`config.mk`:
```
export PLATFORM = sky130hd
export DESIGN_NAME = mdioex_top
export DESIGN_NICKNAME = d
export VERILOG_FILES = /design/src/verilog/mdioex_pkg.sv /design/src/verilog/mdioex_regmem.sv /design/src/verilog/mdioex_sync.sv /design/src/verilog/mdioex_top.sv
export SDC_FILE = /design/constraint.sdc
export NUM_CORES = 1
export LEC_CHECK = 0
export BUFFER_PORTS_ARGS = -buffer_cell sky130_fd_sc_hd__buf_2
export CAP_MARGIN = 10
export CORE_MARGIN = 3
export CORE_UTILIZATION = 45
export CTS_CLUSTER_DIAMETER = 150
export DETAILED_ROUTE_END_ITERATION = 8
export GPL_TIMING_DRIVEN = 0
export SLEW_MARGIN = 20
export SYNTH_ARGS = -nofsm -noshare
export SYNTH_HDL_FRONTEND = slang
export SYNTH_SLANG_ARGS = --single-unit
```
`constraint.sdc`:
```
create_clock -name clk_sys -period 4.4 [get_ports clk_sys]
set_input_delay 0.22 -clock clk_sys [delete_from_list [all_inputs] [get_ports clk_sys]]
set_output_delay 0.22 -clock clk_sys [all_outputs]
set_load 0.01 [all_outputs]
```
`src/verilog/mdioex_pkg.sv`:
```
package mdioex_pkg;

  // direct register offsets of the two extended access registers
  localparam logic [4:0] REG_ACCESS_CTRL = 5'h0D;
  localparam logic [4:0] REG_WINDOW = 5'h0E;

  // frame opcodes
  localparam logic [1:0] OP_READ = 2'h2;
  localparam logic [1:0] OP_WRITE = 2'h1;

  // access functions held in control bits 15:14
  localparam logic [1:0] FN_ADDR = 2'h0;
  localparam logic [1:0] FN_DATA = 2'h1;
  localparam logic [1:0] FN_INC_RW = 2'h2;
  localparam logic [1:0] FN_INC_WR = 2'h3;

  // field positions inside the access control register
  localparam int FN_MSB = 15;
  localparam int FN_LSB = 14;
  localparam int DEVSEL_MSB = 4;
  localparam int DEVSEL_LSB = 0;

  // the only managed device served by the window
  localparam logic [4:0] DEVSEL_VENDOR = 5'h1F;

  // reset values and the window address step
  localparam logic [15:0] CTRL_RESET = 16'h0000;
  localparam logic [15:0] ADDR_RESET = 16'h0000;
  localparam logic [15:0] WIN_INC = 16'h0001;

  // last bit index of each frame field (count starts at zero)
  localparam logic [4:0] OP_LAST = 5'h01;
  localparam logic [4:0] PHY_LAST = 5'h04;
  localparam logic [4:0] REG_LAST = 5'h04;
  localparam logic [4:0] TA_LAST = 5'h01;
  localparam logic [4:0] DATA_LAST = 5'h0F;

  // sys clocks after reset release before straps are caught
  localparam logic [1:0] STRAP_WAIT = 2'h3;

  typedef enum logic [2:0] {
    ST_IDLE,
    ST_START,
    ST_OP,
    ST_PHY,
    ST_REG,
    ST_TA,
    ST_DATA
  } mdioex_state_e;

  // last bit index of the field that a state collects
  function automatic logic [4:0] mdioex_field_last(input mdioex_state_e st);
    case (st)
      ST_OP: mdioex_field_last = OP_LAST;
      ST_PHY: mdioex_field_last = PHY_LAST;
      ST_REG: mdioex_field_last = REG_LAST;
      ST_TA: mdioex_field_last = TA_LAST;
      default: mdioex_field_last = DATA_LAST;
    endcase
  endfunction : mdioex_field_last

  // extended address that lands on a standard register 0..31
  function automatic logic mdioex_is_std(input logic [15:0] a);
    mdioex_is_std = (a[15:5] == 11'h000);
  endfunction : mdioex_is_std

  // the two access registers are never reached indirectly
  function automatic logic mdioex_std_ok(input logic [15:0] a);
    mdioex_std_ok = mdioex_is_std(a) && (a[4:0] != REG_ACCESS_CTRL)
                    && (a[4:0] != REG_WINDOW);
  endfunction : mdioex_std_ok

endpackage : mdioex_pkg

```
`src/verilog/mdioex_regmem.sv`:
```
`timescale 1ns/1ps
`default_nettype none
module mdioex_regmem #(
  parameter int DEPTH = 32,
  parameter int WIDTH = 16,
  parameter int AW = 5
) (
  // clocking
  input wire logic clk_sys,
  input wire logic resetn,
  input wire logic clk_en,
  // write port
  input wire logic we,
  input wire logic [AW-1:0] waddr,
  input wire logic [WIDTH-1:0] wdata,
  // registered read port
  input wire logic [AW-1:0] raddr,
  output logic [WIDTH-1:0] rdata
);

  logic [WIDTH-1:0] mem [DEPTH];
  logic [DEPTH-1:0] valid_r;
  logic [WIDTH-1:0] rdata_r;

  // array has no reset; words never written read as zero
  always_ff @(posedge clk_sys) begin
    if (clk_en && we) begin
      mem[waddr] <= wdata;
    end
  end

  // written flags and read register
  always_ff @(posedge clk_sys or negedge resetn) begin
    if (!resetn) begin
      valid_r <= '0;
      rdata_r <= '0;
    end else if (clk_en) begin
      if (we) begin
        valid_r[waddr] <= 1'b1;
      end
      rdata_r <= valid_r[raddr] ? mem[raddr] : '0;
    end
  end

  assign rdata = rdata_r;

endmodule : mdioex_regmem
`default_nettype wire

```
`src/verilog/mdioex_sync.sv`:
```
`timescale 1ns/1ps
`default_nettype none
module mdioex_sync #(
  parameter int WIDTH = 7
) (
  // clocking
  input wire logic clk_sys,
  input wire logic resetn,
  input wire logic clk_en,
  // asynchronous levels in, synchronised levels out
  input wire logic [WIDTH-1:0] d,
  output logic [WIDTH-1:0] q
);

  logic [WIDTH-1:0] s1_r;
  logic [WIDTH-1:0] s2_r;

  // two stages; only the second stage reads the first
  always_ff @(posedge clk_sys or negedge resetn) begin
    if (!resetn) begin
      s1_r <= '0;
      s2_r <= '0;
    end else if (clk_en) begin
      s1_r <= d;
      s2_r <= s1_r;
    end
  end

  assign q = s2_r;

endmodule : mdioex_sync
`default_nettype wire

```
`src/verilog/mdioex_top.sv`:
```
// Operation
// - frame is idle, 01, opcode, addresses, turnaround, data
// - extended space reached via registers 0x0D, 0x0E
// - registers 0..31 reachable directly and indirectly
// - indirect access to 0x0D, 0x0E is ignored
// - control bits 4:0 select the managed device
// - window ignored unless device select is 11111
// - function 00 makes window the address register
// - function 01 accesses data, address unchanged
// - function 10 increments after reads and writes
// - function 11 increments after writes only
// - with 0x001F, window writes load the address
// - with 0x001F, window read returns the address
// - repeated non-incrementing writes hit one register
// - repeated non-incrementing reads return one register
// - turnaround bit one undriven, bit two zero
// - data line sampled on management clock rising edge
// - address caught from straps, only matching frames answered
`timescale 1ns/1ps
`default_nettype none
module mdioex_top
  import mdioex_pkg::*;
(
  // clocking
  input wire logic clk_sys,
  input wire logic resetn,
  input wire logic clk_en,
  // management serial port
  input wire logic mdc,
  input wire logic mdio_i,
  output logic mdio_o,
  output logic mdio_oe,
  // address straps
  input wire logic [4:0] phy_address_straps,
  // extended register space outside this block
  output logic [15:0] ext_addr,
  output logic [15:0] ext_wdata,
  output logic ext_wr,
  output logic ext_rd,
  input wire logic [15:0] ext_rdata
);

  logic [6:0] sync_q;
  logic mdc_s;
  logic mdio_s;
  logic [4:0] straps_s;
  logic mdc_prev_r;
  logic [1:0] strap_cnt_r;
  logic strap_done_r;
  logic [4:0] phy_addr_r;
  mdioex_state_e state_r;
  mdioex_state_e state_nxt;
  logic [4:0] cnt_r;
  logic [4:0] cnt_nxt;
  logic [15:0] sh_r;
  logic [1:0] op_r;
  logic phy_hit_r;
  logic [4:0] reg_r;
  logic [15:0] rdsh_r;
  logic mdio_o_r;
  logic mdio_oe_r;
  logic [15:0] ctrl_r;
  logic [15:0] addr_r;
  logic [15:0] ext_addr_r;
  logic [15:0] ext_wdata_r;
  logic ext_wr_r;
  logic ext_rd_r;
  logic [15:0] mem_rdata;

  // pins and straps cross into the system clock
  mdioex_sync #(
    .WIDTH(7)
  ) u_sync (
    .clk_sys(clk_sys),
    .resetn(resetn),
    .clk_en(clk_en),
    .d({mdc, mdio_i, phy_address_straps}),
    .q(sync_q)
  );

  assign mdc_s = sync_q[6];
  assign mdio_s = sync_q[5];
  assign straps_s = sync_q[4:0];

  // rising edge of the management clock, once straps are known
  wire rise = clk_en && strap_done_r && mdc_s && !mdc_prev_r;
  wire cnt_last = (cnt_r == mdioex_field_last(state_r));
  wire [15:0] wdata_w = {sh_r[14:0], mdio_s};
  wire rd_hit = phy_hit_r && (op_r == OP_READ);
  wire wr_hit = phy_hit_r && (op_r == OP_WRITE);
  wire data_last = rise && (state_r == ST_DATA) && cnt_last;
  wire rd_evt = data_last && rd_hit;
  wire wr_evt = data_last && wr_hit;
  wire ta_first = rise && (state_r == ST_TA) && (cnt_r == 5'h00);

  // access register decode
  wire is_ctl = (reg_r == REG_ACCESS_CTRL);
  wire is_win = (reg_r == REG_WINDOW);
  wire [1:0] fn = ctrl_r[FN_MSB:FN_LSB];
  wire dev_ok = (ctrl_r[DEVSEL_MSB:DEVSEL_LSB] == DEVSEL_VENDOR);
  wire win_addr = is_win && dev_ok && (fn == FN_ADDR);
  wire win_data = is_win && dev_ok && (fn != FN_ADDR);
  wire tgt_std = mdioex_is_std(addr_r);
  wire tgt_ok = mdioex_std_ok(addr_r);

  // address step after a completed window access
  wire inc_wr = wr_evt && win_data && fn[1];
  wire inc_rd = rd_evt && win_data && (fn == FN_INC_RW);
  wire addr_ld = wr_evt && win_addr;

  // standard register writes, direct or through the window
  wire dir_we = wr_evt && !is_ctl && !is_win;
  wire ind_we = wr_evt && win_data && tgt_ok;
  wire mem_we = dir_we || ind_we;
  wire [4:0] mem_waddr = ind_we ? addr_r[4:0] : reg_r;
  wire [4:0] mem_raddr = is_win ? addr_r[4:0] : reg_r;

  // value returned by a read frame
  wire [15:0] win_rd = !tgt_std ? ext_rdata :
                       tgt_ok ? mem_rdata : 16'h0000;
  wire [15:0] rd_value = is_ctl ? ctrl_r :
                         win_addr ? addr_r :
                         win_data ? win_rd :
                         is_win ? 16'h0000 : mem_rdata;

  mdioex_regmem #(
    .DEPTH(32),
    .WIDTH(16),
    .AW(5)
  ) u_regs (
    .clk_sys(clk_sys),
    .resetn(resetn),
    .clk_en(clk_en),
    .we(mem_we),
    .waddr(mem_waddr),
    .wdata(wdata_w),
    .raddr(mem_raddr),
    .rdata(mem_rdata)
  );

  // edge history and strap capture; straps are held steady at reset
  always_ff @(posedge clk_sys or negedge resetn) begin
    if (!resetn) begin
      mdc_prev_r <= 1'b0;
      strap_cnt_r <= 2'h0;
      strap_done_r <= 1'b0;
      phy_addr_r <= 5'h00;
    end else if (clk_en) begin
      mdc_prev_r <= mdc_s;
      if (!strap_done_r) begin
        strap_cnt_r <= strap_cnt_r + 2'h1;
        if (strap_cnt_r == STRAP_WAIT) begin
          phy_addr_r <= straps_s;
          strap_done_r <= 1'b1;
        end
      end
    end
  end

  // frame sequencer; frames not for us still run to the end
  always_comb begin
    state_nxt = state_r;
    cnt_nxt = cnt_r;
    if (rise) begin
      case (state_r)
        ST_IDLE: begin
          if (!mdio_s) begin
            state_nxt = ST_START;
          end
        end
        ST_START: begin
          state_nxt = mdio_s ? ST_OP : ST_IDLE;
          cnt_nxt = 5'h00;
        end
        default: begin
          cnt_nxt = cnt_last ? 5'h00 : cnt_r + 5'h01;
          if (cnt_last) begin
            case (state_r)
              ST_OP: state_nxt = ST_PHY;
              ST_PHY: state_nxt = ST_REG;
              ST_REG: state_nxt = ST_TA;
              ST_TA: state_nxt = ST_DATA;
              default: state_nxt = ST_IDLE;
            endcase
          end
        end
      endcase
    end
  end

  always_ff @(posedge clk_sys or negedge resetn) begin
    if (!resetn) begin
      state_r <= ST_IDLE;
      cnt_r <= 5'h00;
    end else begin
      state_r <= state_nxt;
      cnt_r <= cnt_nxt;
    end
  end

  // field capture, msb first
  always_ff @(posedge clk_sys or negedge resetn) begin
    if (!resetn) begin
      sh_r <= 16'h0000;
      op_r <= 2'h0;
      phy_hit_r <= 1'b0;
      reg_r <= 5'h00;
    end else if (rise) begin
      sh_r <= wdata_w;
      if (cnt_last && state_r == ST_OP) begin
        op_r <= wdata_w[1:0];
      end
      if (cnt_last && state_r == ST_PHY) begin
        phy_hit_r <= (wdata_w[4:0] == phy_addr_r);
      end
      if (cnt_last && state_r == ST_REG) begin
        reg_r <= wdata_w[4:0];
      end
    end
  end

  // read drive: released in ta bit one, zero in bit two, then data
  always_ff @(posedge clk_sys or negedge resetn) begin
    if (!resetn) begin
      mdio_o_r <= 1'b0;
      mdio_oe_r <= 1'b0;
      rdsh_r <= 16'h0000;
    end else if (rise) begin
      if (ta_first && rd_hit) begin
        mdio_oe_r <= 1'b1;
        mdio_o_r <= 1'b0;
        rdsh_r <= rd_value;
      end else if (mdio_oe_r && data_last) begin
        mdio_oe_r <= 1'b0;
      end else if (mdio_oe_r) begin
        mdio_o_r <= rdsh_r[15];
        rdsh_r <= {rdsh_r[14:0], 1'b0};
      end
    end
  end

  // access control and extended address registers
  always_ff @(posedge clk_sys or negedge resetn) begin
    if (!resetn) begin
      ctrl_r <= CTRL_RESET;
      addr_r <= ADDR_RESET;
    end else if (clk_en) begin
      if (wr_evt && is_ctl) begin
        ctrl_r <= wdata_w;
      end
      if (addr_ld) begin
        addr_r <= wdata_w;
      end else if (inc_wr || inc_rd) begin
        addr_r <= addr_r + WIN_INC;
      end
    end
  end

  // extended space strobes; address lags one cycle so a write
  // pulse still carries the pre-increment target
  always_ff @(posedge clk_sys or negedge resetn) begin
    if (!resetn) begin
      ext_addr_r <= ADDR_RESET;
      ext_wdata_r <= 16'h0000;
      ext_wr_r <= 1'b0;
      ext_rd_r <= 1'b0;
    end else if (clk_en) begin
      ext_addr_r <= addr_r;
      ext_wr_r <= wr_evt && win_data && !tgt_std;
      ext_rd_r <= rd_evt && win_data && !tgt_std;
      if (wr_evt) begin
        ext_wdata_r <= wdata_w;
      end
    end
  end

  assign mdio_o = mdio_o_r;
  assign mdio_oe = mdio_oe_r;
  assign ext_addr = ext_addr_r;
  assign ext_wdata = ext_wdata_r;
  assign ext_wr = ext_wr_r;
  assign ext_rd = ext_rd_r;

  // checks
  a_oe_read_only: assert property (@(posedge clk_sys)
    disable iff (!resetn) mdio_oe_r |-> rd_hit
      && (state_r == ST_TA || state_r == ST_DATA))
    else $error("data line driven outside a matching read");
  a_ta_drive_zero: assert property (@(posedge clk_sys)
    disable iff (!resetn) $rose(mdio_oe_r) |-> !mdio_o_r && state_r == ST_TA)
    else $error("second turnaround bit not driven low");
  a_ta_first_free: assert property (@(posedge clk_sys)
    disable iff (!resetn) (rise && state_r == ST_REG && cnt_last)
    |=> !mdio_oe_r)
    else $error("first turnaround bit driven");
  a_fn01_addr_hold: assert property (@(posedge clk_sys)
    disable iff (!resetn) ((wr_evt || rd_evt) && is_win && fn == FN_DATA)
    |=> $stable(addr_r))
    else $error("address moved in non-incrementing data access");
  a_fn10_step: assert property (@(posedge clk_sys)
    disable iff (!resetn) ((wr_evt || rd_evt) && is_win && dev_ok
      && fn == FN_INC_RW) |=> addr_r == $past(addr_r) + WIN_INC)
    else $error("address not stepped after access");
  a_fn11_write_step: assert property (@(posedge clk_sys)
    disable iff (!resetn) (wr_evt && is_win && dev_ok && fn == FN_INC_WR)
    |=> addr_r == $past(addr_r) + WIN_INC)
    else $error("address not stepped after write");
  a_fn11_read_hold: assert property (@(posedge clk_sys)
    disable iff (!resetn) (rd_evt && is_win && fn == FN_INC_WR)
    |=> $stable(addr_r))
    else $error("address moved after read in write-step mode");
  a_addr_load: assert property (@(posedge clk_sys)
    disable iff (!resetn) (wr_evt && is_win && dev_ok && fn == FN_ADDR)
    |=> addr_r == $past(wdata_w) && !ext_wr_r)
    else $error("window write did not load address");
  a_addr_readback: assert property (@(posedge clk_sys)
    disable iff (!resetn) (ta_first && rd_hit && win_addr)
    |=> rdsh_r == $past(addr_r))
    else $error("address readback wrong");
  a_ctrl_guard: assert property (@(posedge clk_sys)
    disable iff (!resetn) (wr_evt && win_data && tgt_std && !tgt_ok)
    |-> !mem_we ##1 ($stable(ctrl_r) && !ext_wr_r))
    else $error("indirect write reached access registers");
  a_dev_ignore: assert property (@(posedge clk_sys)
    disable iff (!resetn) ((wr_evt || rd_evt) && is_win && !dev_ok)
    |=> $stable(addr_r) && !ext_wr_r && !ext_rd_r)
    else $error("window acted with wrong device select");
  a_edge_only: assert property (@(posedge clk_sys)
    disable iff (!resetn) !rise |=> $stable(state_r) && $stable(cnt_r))
    else $error("sequencer moved without clock edge");

endmodule : mdioex_top
`default_nettype wire
```
==> results of run 1 <==
## per-layer routing
metal  routed length, um  vias up  global-route usage, %
li1                    -     7453                      -
met1               31600     8953                   32.5
met2               36100      679                   36.5
met3                5750      125                   4.34
met4                1720        2                   6.58
met5                  98        -                   1.10
## cell families after synthesis
| family | after synthesis |
|---|---|
| DFF | 698 |
| buffers and inverters | 127 |
| and+or+nand+nor | 434 |
| AOI/OAI and AO/OA | 336 |
| adders and majority gates | 6 |
| xor gates and xnor gates | 6 |
| muxes | 193 |
## Yosys cell counts (4+ instances only)
cell type  number
or2_2           4
nand4_1         6
nor3_1         16
a222oi_1       15
buf_4           4
edfxtp_1      512
a32oi_1        30
o21bai_1       10
a21o_1         22
clkbuf_1       59
dfrtp_1       186
nand2b_1        8
mux4_2         86
o22ai_1        49
or3_1           5
ha_1            6
inv_1          13
a21oi_1        63
mux2i_1        32
o21bai_2        7
nand2_1       202
a31o_2         17
buf_2          34
nor3b_1         4
and3_1         10
mux2_2         75
nor2b_1         6
o31ai_1         4
nand3_1        72
buf_1          14
a221oi_1       16
a31oi_1         7
a22oi_1         8
nor2_1         70
a22o_1         22
and2_1          4
o21ai_0        32
## flip-flops by register name, summed over array words and instances, names as in the netlist, 15 cells and up
register / cells
u_regs.mem: 512
u_regs.valid_r: 32
sh_r: 15
ext_addr: 16
addr_r: 16
u_regs.rdata: 16
rdsh_r: 16
ctrl_r: 16
ext_wdata: 16
## worst reg2reg max path: cells and delay by family, from the launching register on
kind                   cells  cell delay, ns
multiplexers               1            0.38
AO/OA/AOI/OAI              4            1.34
AND/OR/NAND/NOR            1            0.26
flip-flops                 1            0.36
buffers and inverters      4            1.73
## area by class of cell
cell class              instances  area share [%]
flip-flops and latches        698            61.0
multi-input cells             975            23.7
clock buffers                 100            6.35
well taps                     837            3.19
repair buffers                115            3.10
plain buffers                 113            1.53
clock inverters                36           0.956
inverters                      14           0.160
## final timing paths
path	startpoint	endpoint	cells past startpoint
min in group asynchronous	resetn	rdsh_r[11]$_DFFE_PN0P_	2
worst min-delay path	ext_rdata[0]	rdsh_r[0]$_DFFE_PN0P_	4
max in group asynchronous	resetn	sh_r[10]$_DFFE_PN0P_	3
worst max-delay path	reg_r[3]$_DFFE_PN0P_	u_regs.rdata[12]$_DFFE_PN0P_	10
worst max register to register	reg_r[3]$_DFFE_PN0P_	u_regs.rdata[12]$_DFFE_PN0P_	10
worst min register to register	u_regs.valid_r[12]$_DFFE_PN0P_	u_regs.valid_r[12]$_DFFE_PN0P_	1
## power by group
part           internal (mW)  switching, mW
clock network           3.67           2.49
logic                  0.263          0.426
registers               7.48          0.394
## repair_timing
item | 4_1_cts | 5_1_grt
gates resized for setup | 2 | 4
hold endpoints to repair | 93 | 0
setup endpoints to repair | 3 | 6
hold buffers | 8 | 0
gates cloned | 0 | 0
==> flow_metrics.env, run 1 <==
export IMPL_slew_violations=0
export IMPL_grt_total_usage_pct=23.0
export IMPL_dp_hpwl_um=51800
export IMPL_cts_setup_buffers=0
export IMPL_seqCellArea_um2=20000
export IMPL_synth_simple_area_share_pct=7.10
export IMPL_start_kind="flip-flop"
export IMPL_status="complete, no violations"
export IMPL_syn_num_nets=1832
export IMPL_dpl_cell_area_um2=30400
export IMPL_hold_viol=0
export IMPL_clock_skew_ns=0.0221
export IMPL_stdcell_count=2888
export IMPL_cts_buffer_depth=3
export IMPL_dieArea_um2=65800
export IMPL_grt_max_degree=101
export IMPL_h_tree_depth=3
export IMPL_synth_compound_area_share_pct=8.63
export IMPL_io_buffer_count=60
export IMPL_cp_num_buf_inv=4
export IMPL_holdWs_ns=0.0810
export IMPL_criticalPathCategory="flip-flop to flip-flop"
export IMPL_nFillCells=5064
export IMPL_hold_class="primary input to flip-flop"
export IMPL_cts_buffers=75
export IMPL_rsz0062_at_grt="false"
export IMPL_setup_ws_ns=0.209
export IMPL_start_util_pct=45.6
export IMPL_gp_congestion=1.03
export IMPL_cp_arrival_ns=4.68
export IMPL_yosysSeqAreaShare_pct=70.9
export IMPL_post_place_ws_ns=-0.110
export IMPL_syn_area_um2=28200
export IMPL_end_kind="flip-flop"
export IMPL_synth_top_family_by_area="multiplexers"
export IMPL_fin_crit_sh_pct=95.2
export IMPL_final_nets=2024
export IMPL_gr_total_overflow=0
export IMPL_cts_tree="built"
export IMPL_regToRegSetupSlack_ns=0.21
export IMPL_worst_path_max_delay_cell="o22ai_1"
export IMPL_drive_gt1_share_pct=24.6
export IMPL_routed_via_density=5.96
export IMPL_clk_pin_slew_ns=0.06
export IMPL_utilization_pct=53.1
export IMPL_coreArea_um2=61900
export IMPL_place_inst=2743
export IMPL_avgSynthCellArea_um2=15.7
export IMPL_post_route_cell_area_um2=32900
export IMPL_cellPowerDensity_nw_per_um2=448
export IMPL_vias=17200
export IMPL_synth_mux_area_share_pct=11.0
export IMPL_grt_pass1_wl_um=113000
export IMPL_slowest_delay_ns=0.58
export IMPL_yosys_area_top_type_share_pct=54.4
export IMPL_layout_commonest_cell="edfxtp_1"
export IMPL_setup_viol=0
export IMPL_antenna_found_initial=5
export IMPL_drtPass1Iterations=6
export IMPL_clkLatencyLatePin_ns=0.62
export IMPL_fmax_ghz=0.239
export IMPL_maxCapViolations=0
export IMPL_placementRows=91
export IMPL_period_minus_slack_ns=4.19
export IMPL_synthAdderAreaFrac_pct=0.266
export IMPL_tightest_slew_ns=1.16
export IMPL_synth_async_reset_ratio_pct=26.6
export IMPL_yosys_warnings=0
export IMPL_pin_count=62
export IMPL_clock_root_buffer="clkbuf_16"
export IMPL_clock_sinks=698
export IMPL_ir_drop_uv=224
export IMPL_syn_inst=1800
export IMPL_diodes=0
export IMPL_ys_types=84
export IMPL_wl_per_cell_um=26.0
export IMPL_relSlewSlack_pct=21.5
export IMPL_drt_iter0_drc=2000
export IMPL_multiInputGateArea_um2=7790
export IMPL_synth_xor_area_share_pct=0.186
export IMPL_synth_ff_type="edfxtp_1"
export IMPL_total_power_mw=14.7
export IMPL_setup_tns_ns=0
export IMPL_crit_chain="clkbuf_2 > nand2_1 > o41a_1 > clkbuf_1 > clkbuf_2 > clkdlybuf4s15_2 > mux4_2 > o22ai_1 > o22ai_1 > a22o_1"
export IMPL_critPathMaxFanout=10
export IMPL_die_x_um=257
export IMPL_antenna_left=0
export IMPL_grt_pass1_vias=17400
export IMPL_routed_wl_um=75200
export IMPL_syn2layout_area_growth_pct=16.3
export IMPL_leakage_nw=11.9
export IMPL_netlist_top_cells_area="edfxtp_1, dfrtp_1, mux4_2, mux2_2, nand2_1"
export IMPL_final_cell_mix="edfxtp_1, nand2_1, dfrtp_1"
export IMPL_yosys_area_top_type="edfxtp_1"
export IMPL_die_y_um=257
export IMPL_required_ns=4.89
export IMPL_synth_seq_cells=698
export IMPL_synth_edf_count=512
export IMPL_cp_top_family="buffers and inverters"
export IMPL_drc=0
Power figures use the tool's default switching activity.
==> run 2: changes to the inputs <==
--- a/config.mk
+++ b/config.mk
@@ -9,10 +9,10 @@
 export CAP_MARGIN = 10
 export CORE_MARGIN = 3
 export CORE_UTILIZATION = 45
-export CTS_CLUSTER_DIAMETER = 150
 export DETAILED_ROUTE_END_ITERATION = 8
 export GPL_TIMING_DRIVEN = 0
 export SLEW_MARGIN = 20
 export SYNTH_ARGS = -nofsm -noshare
 export SYNTH_HDL_FRONTEND = slang
+export SYNTH_HIERARCHICAL = 1
 export SYNTH_SLANG_ARGS = --single-unit
==> flow_metrics.env, run 2 <==
export IMPL_status="complete, no violations"
export IMPL_final_nets=2068
export IMPL_syn_inst=1833
export IMPL_die_y_um=259
export IMPL_synth_edf_count=512
export IMPL_drive_gt1_share_pct=29.3
export IMPL_largest_reg_flops=512
export IMPL_worst_path_max_delay_cell="a2111oi_1"
export IMPL_yosysSeqAreaShare_pct=69.6
export IMPL_drc=0
export IMPL_layout_commonest_cell="edfxtp_1"
export IMPL_largestRegisters="u_regs/mem: 512 flops, u_regs/valid_r: 32 flops"
export IMPL_synth_top_family_by_area="multiplexers"
export IMPL_relSlewSlack_pct=30.6
export IMPL_cellPowerDensity_nw_per_um2=446
export IMPL_synthAdderAreaFrac_pct=0.261
export IMPL_netlist_top_cells_area="edfxtp_1, dfrtp_1, mux2_2, mux4_2, mux2i_1"
export IMPL_avgSynthCellArea_um2=15.7
export IMPL_final_cell_mix="edfxtp_1, mux2_2, dfrtp_1"
export IMPL_grt_max_degree=67
export IMPL_io_buffer_count=61
export IMPL_yosys_area_top_type_share_pct=53.4
export IMPL_place_inst=2790
export IMPL_drtPass1Iterations=5
export IMPL_hold_viol=0
export IMPL_start_kind="flip-flop"
export IMPL_placementRows=92
export IMPL_syn2layout_area_growth_pct=17.0
export IMPL_cp_arrival_ns=4.73
export IMPL_clock_root_buffer="clkbuf_16"
export IMPL_yosys_area_top_type="edfxtp_1"
export IMPL_stdcell_count=2939
export IMPL_synth_seq_cells=698
export IMPL_antenna_left=0
export IMPL_leakage_nw=12.2
export IMPL_clock_skew_ns=0.0145
export IMPL_clk_pin_slew_ns=0.06
export IMPL_synthTopCellsByCount="edfxtp_1, mux2_2, dfrtp_1"
export IMPL_grt_pass1_wl_um=110000
export IMPL_gp_congestion=0.877
export IMPL_required_ns=4.84
export IMPL_fin_crit_sh_pct=97.5
export IMPL_antenna_found_initial=1
export IMPL_dp_hpwl_um=51000
export IMPL_cp_num_buf_inv=4
export IMPL_multiInputGateArea_um2=8240
export IMPL_synth_mux_area_share_pct=14.5
export IMPL_tightest_slew_ns=1.03
export IMPL_rsz0062_at_grt="false"
export IMPL_crit_start="reg_r[1]$_DFFE_PN0P_"
export IMPL_period_minus_slack_ns=4.29
export IMPL_syn_num_nets=1865
export IMPL_fmax_ghz=0.233
export IMPL_dieArea_um2=67100
export IMPL_slowest_delay_ns=0.85
export IMPL_pin_count=62
export IMPL_h_tree_depth=3
export IMPL_seqCellArea_um2=20000
export IMPL_r2r_start="reg_r[1]$_DFFE_PN0P_"
export IMPL_slew_violations=0
export IMPL_criticalPathCategory="flip-flop to flip-flop"
export IMPL_ys_types=69
export IMPL_nFillCells=5120
export IMPL_start_util_pct=45.6
export IMPL_post_place_ws_ns=-0.393
export IMPL_synth_simple_area_share_pct=6.18
export IMPL_crit_chain="nand4b_1 > or2_2 > clkbuf_1 > o21a_1 > buf_2 > buf_2 > nand2b_1 > clkbuf_1 > nor3_1 > a2111oi_1 > o22ai_1"
export IMPL_grt_total_usage_pct=22.2
export IMPL_total_power_mw=15.0
export IMPL_hold_class="primary input to async pin"
export IMPL_drt_iter0_drc=1617
export IMPL_gr_total_overflow=0
export IMPL_wl_per_cell_um=25.2
export IMPL_setup_ws_ns=0.111
export IMPL_synth_compound_area_share_pct=6.27
export IMPL_ir_drop_uv=399
export IMPL_cts_buffer_depth=3
export IMPL_end_kind="flip-flop"
export IMPL_synth_async_reset_ratio_pct=26.6
export IMPL_maxCapViolations=0
export IMPL_clock_sinks=698
export IMPL_cp_top_family="buffers and inverters"
export IMPL_routed_via_density=5.76
export IMPL_cts_tree="built"
export IMPL_yosys_warnings=6
export IMPL_critPathMaxFanout=10
export IMPL_synth_xor_area_share_pct=0.700
export IMPL_cts_buffers=75
export IMPL_vias=16900
export IMPL_clkLatencyLatePin_ns=0.61
export IMPL_synth_most_common_cell="edfxtp_1"
export IMPL_largest_register="u_regs/mem"
export IMPL_routed_wl_um=74100
export IMPL_die_x_um=259
export IMPL_synth_ff_type="edfxtp_1"
export IMPL_syn_area_um2=28800
export IMPL_setup_viol=0
export IMPL_coreArea_um2=63200
export IMPL_grt_pass1_vias=16800
run 2: kinds of logic (layout without fill, tap and decap cells):
| family | count (synthesis) | in the layout |
|---|---|---|
| fa+ha+maj | 6 | 6 |
| simple gates | 350 | 350 |
| xor+xnor | 23 | 23 |
| other cells | 0 | 1 |
| compound gates | 258 | 258 |
| mux | 336 | 336 |
| buf+inv | 162 | 421 |
| flops | 698 | 698 |
run 2: area by class of cell:
class	instances	share of cell area [%]
sequential	698	59.5
multi-input combinational	973	24.5
clock buffer	97	6.06
timing repair buffer	127	3.63
tap	846	3.14
buffer	101	1.45
clock inverter	36	1.06
inverter	60	0.668
antenna	1	0.00743
run 2: what timing repair did:
item,4_1_cts,5_1_grt
resized for setup,7,16
setup buffers,2,6
endpoints found under the setup margin,325,359
pin swaps,3,4
hold endpoints to repair,193,0
hold buffers,8,0
run 2: worst reg2reg max path, cell delays in order (launching register included):
cell and delay [ns]:
dfrtp_1 0.43, nand4b_1 0.18, or2_2 0.13, clkbuf_1 0.37, o21a_1 0.24, buf_2 0.31, buf_2 0.33, nand2b_1 0.31
clkbuf_1 0.51, nor3_1 0.32, a2111oi_1 0.86, o22ai_1 0.13
run 2: worst paths after layout:
| kind | endpoint | slack, ns | cells after the start |
|---|---|---|---|
| worst max register to register | u_regs/rdata[11]$_DFFE_PN0P_ | 0.11 | 11 |
| worst max-delay path | u_regs/rdata[11]$_DFFE_PN0P_ | 0.11 | 11 |
| worst min register to register | u_regs/valid_r[16]$_DFFE_PN0P_ | 0.46 | 1 |
| max in group asynchronous | sh_r[8]$_DFFE_PN0P_ | 3.58 | 3 |
| worst min-delay path | rdsh_r[10]$_DFFE_PN0P_ | 0.13 | 2 |
| min in group clk_sys | u_sync/q[6]$_DFFE_PN0P_ | 0.13 | 2 |
run 2: through the flow:
stage          hold WS [ns]  cell area [um^2]  TNS (ns)  util, %
2_1_floorplan       -0.0756             28800         0        -
3_3_place_gp          0.441             30200   -394.14     47.7
3_5_place_dp          0.173             31000    -34.49     49.1
4_1_cts              0.0992             33600     -3.25     53.1
5_1_grt               0.106             33700         0     53.3
6_report              0.128             33700         0     53.3
run 2: routing by layer:
| metal | GRT usage (%) | part of all wire, % |
|---|---|---|
| met3 | 5.15 | 7.5 |
| met2 | 33.4 | 46 |
| met4 | 6.95 | 2.7 |
| met5 | 0 | 0 |
| met1 | 32.2 | 44 |
run 2: report_power, final:
part / total (mW) / internal, mW / switching [mW] / leakage [nW]
clock network: 6.16 / 3.68 / 2.48 / 1.17
registers: 7.85 / 7.51 / 0.344 / 7.26
logic: 1.02 / 0.368 / 0.648 / 3.77
total: 15.0 / 11.6 / 3.47 / 12.2
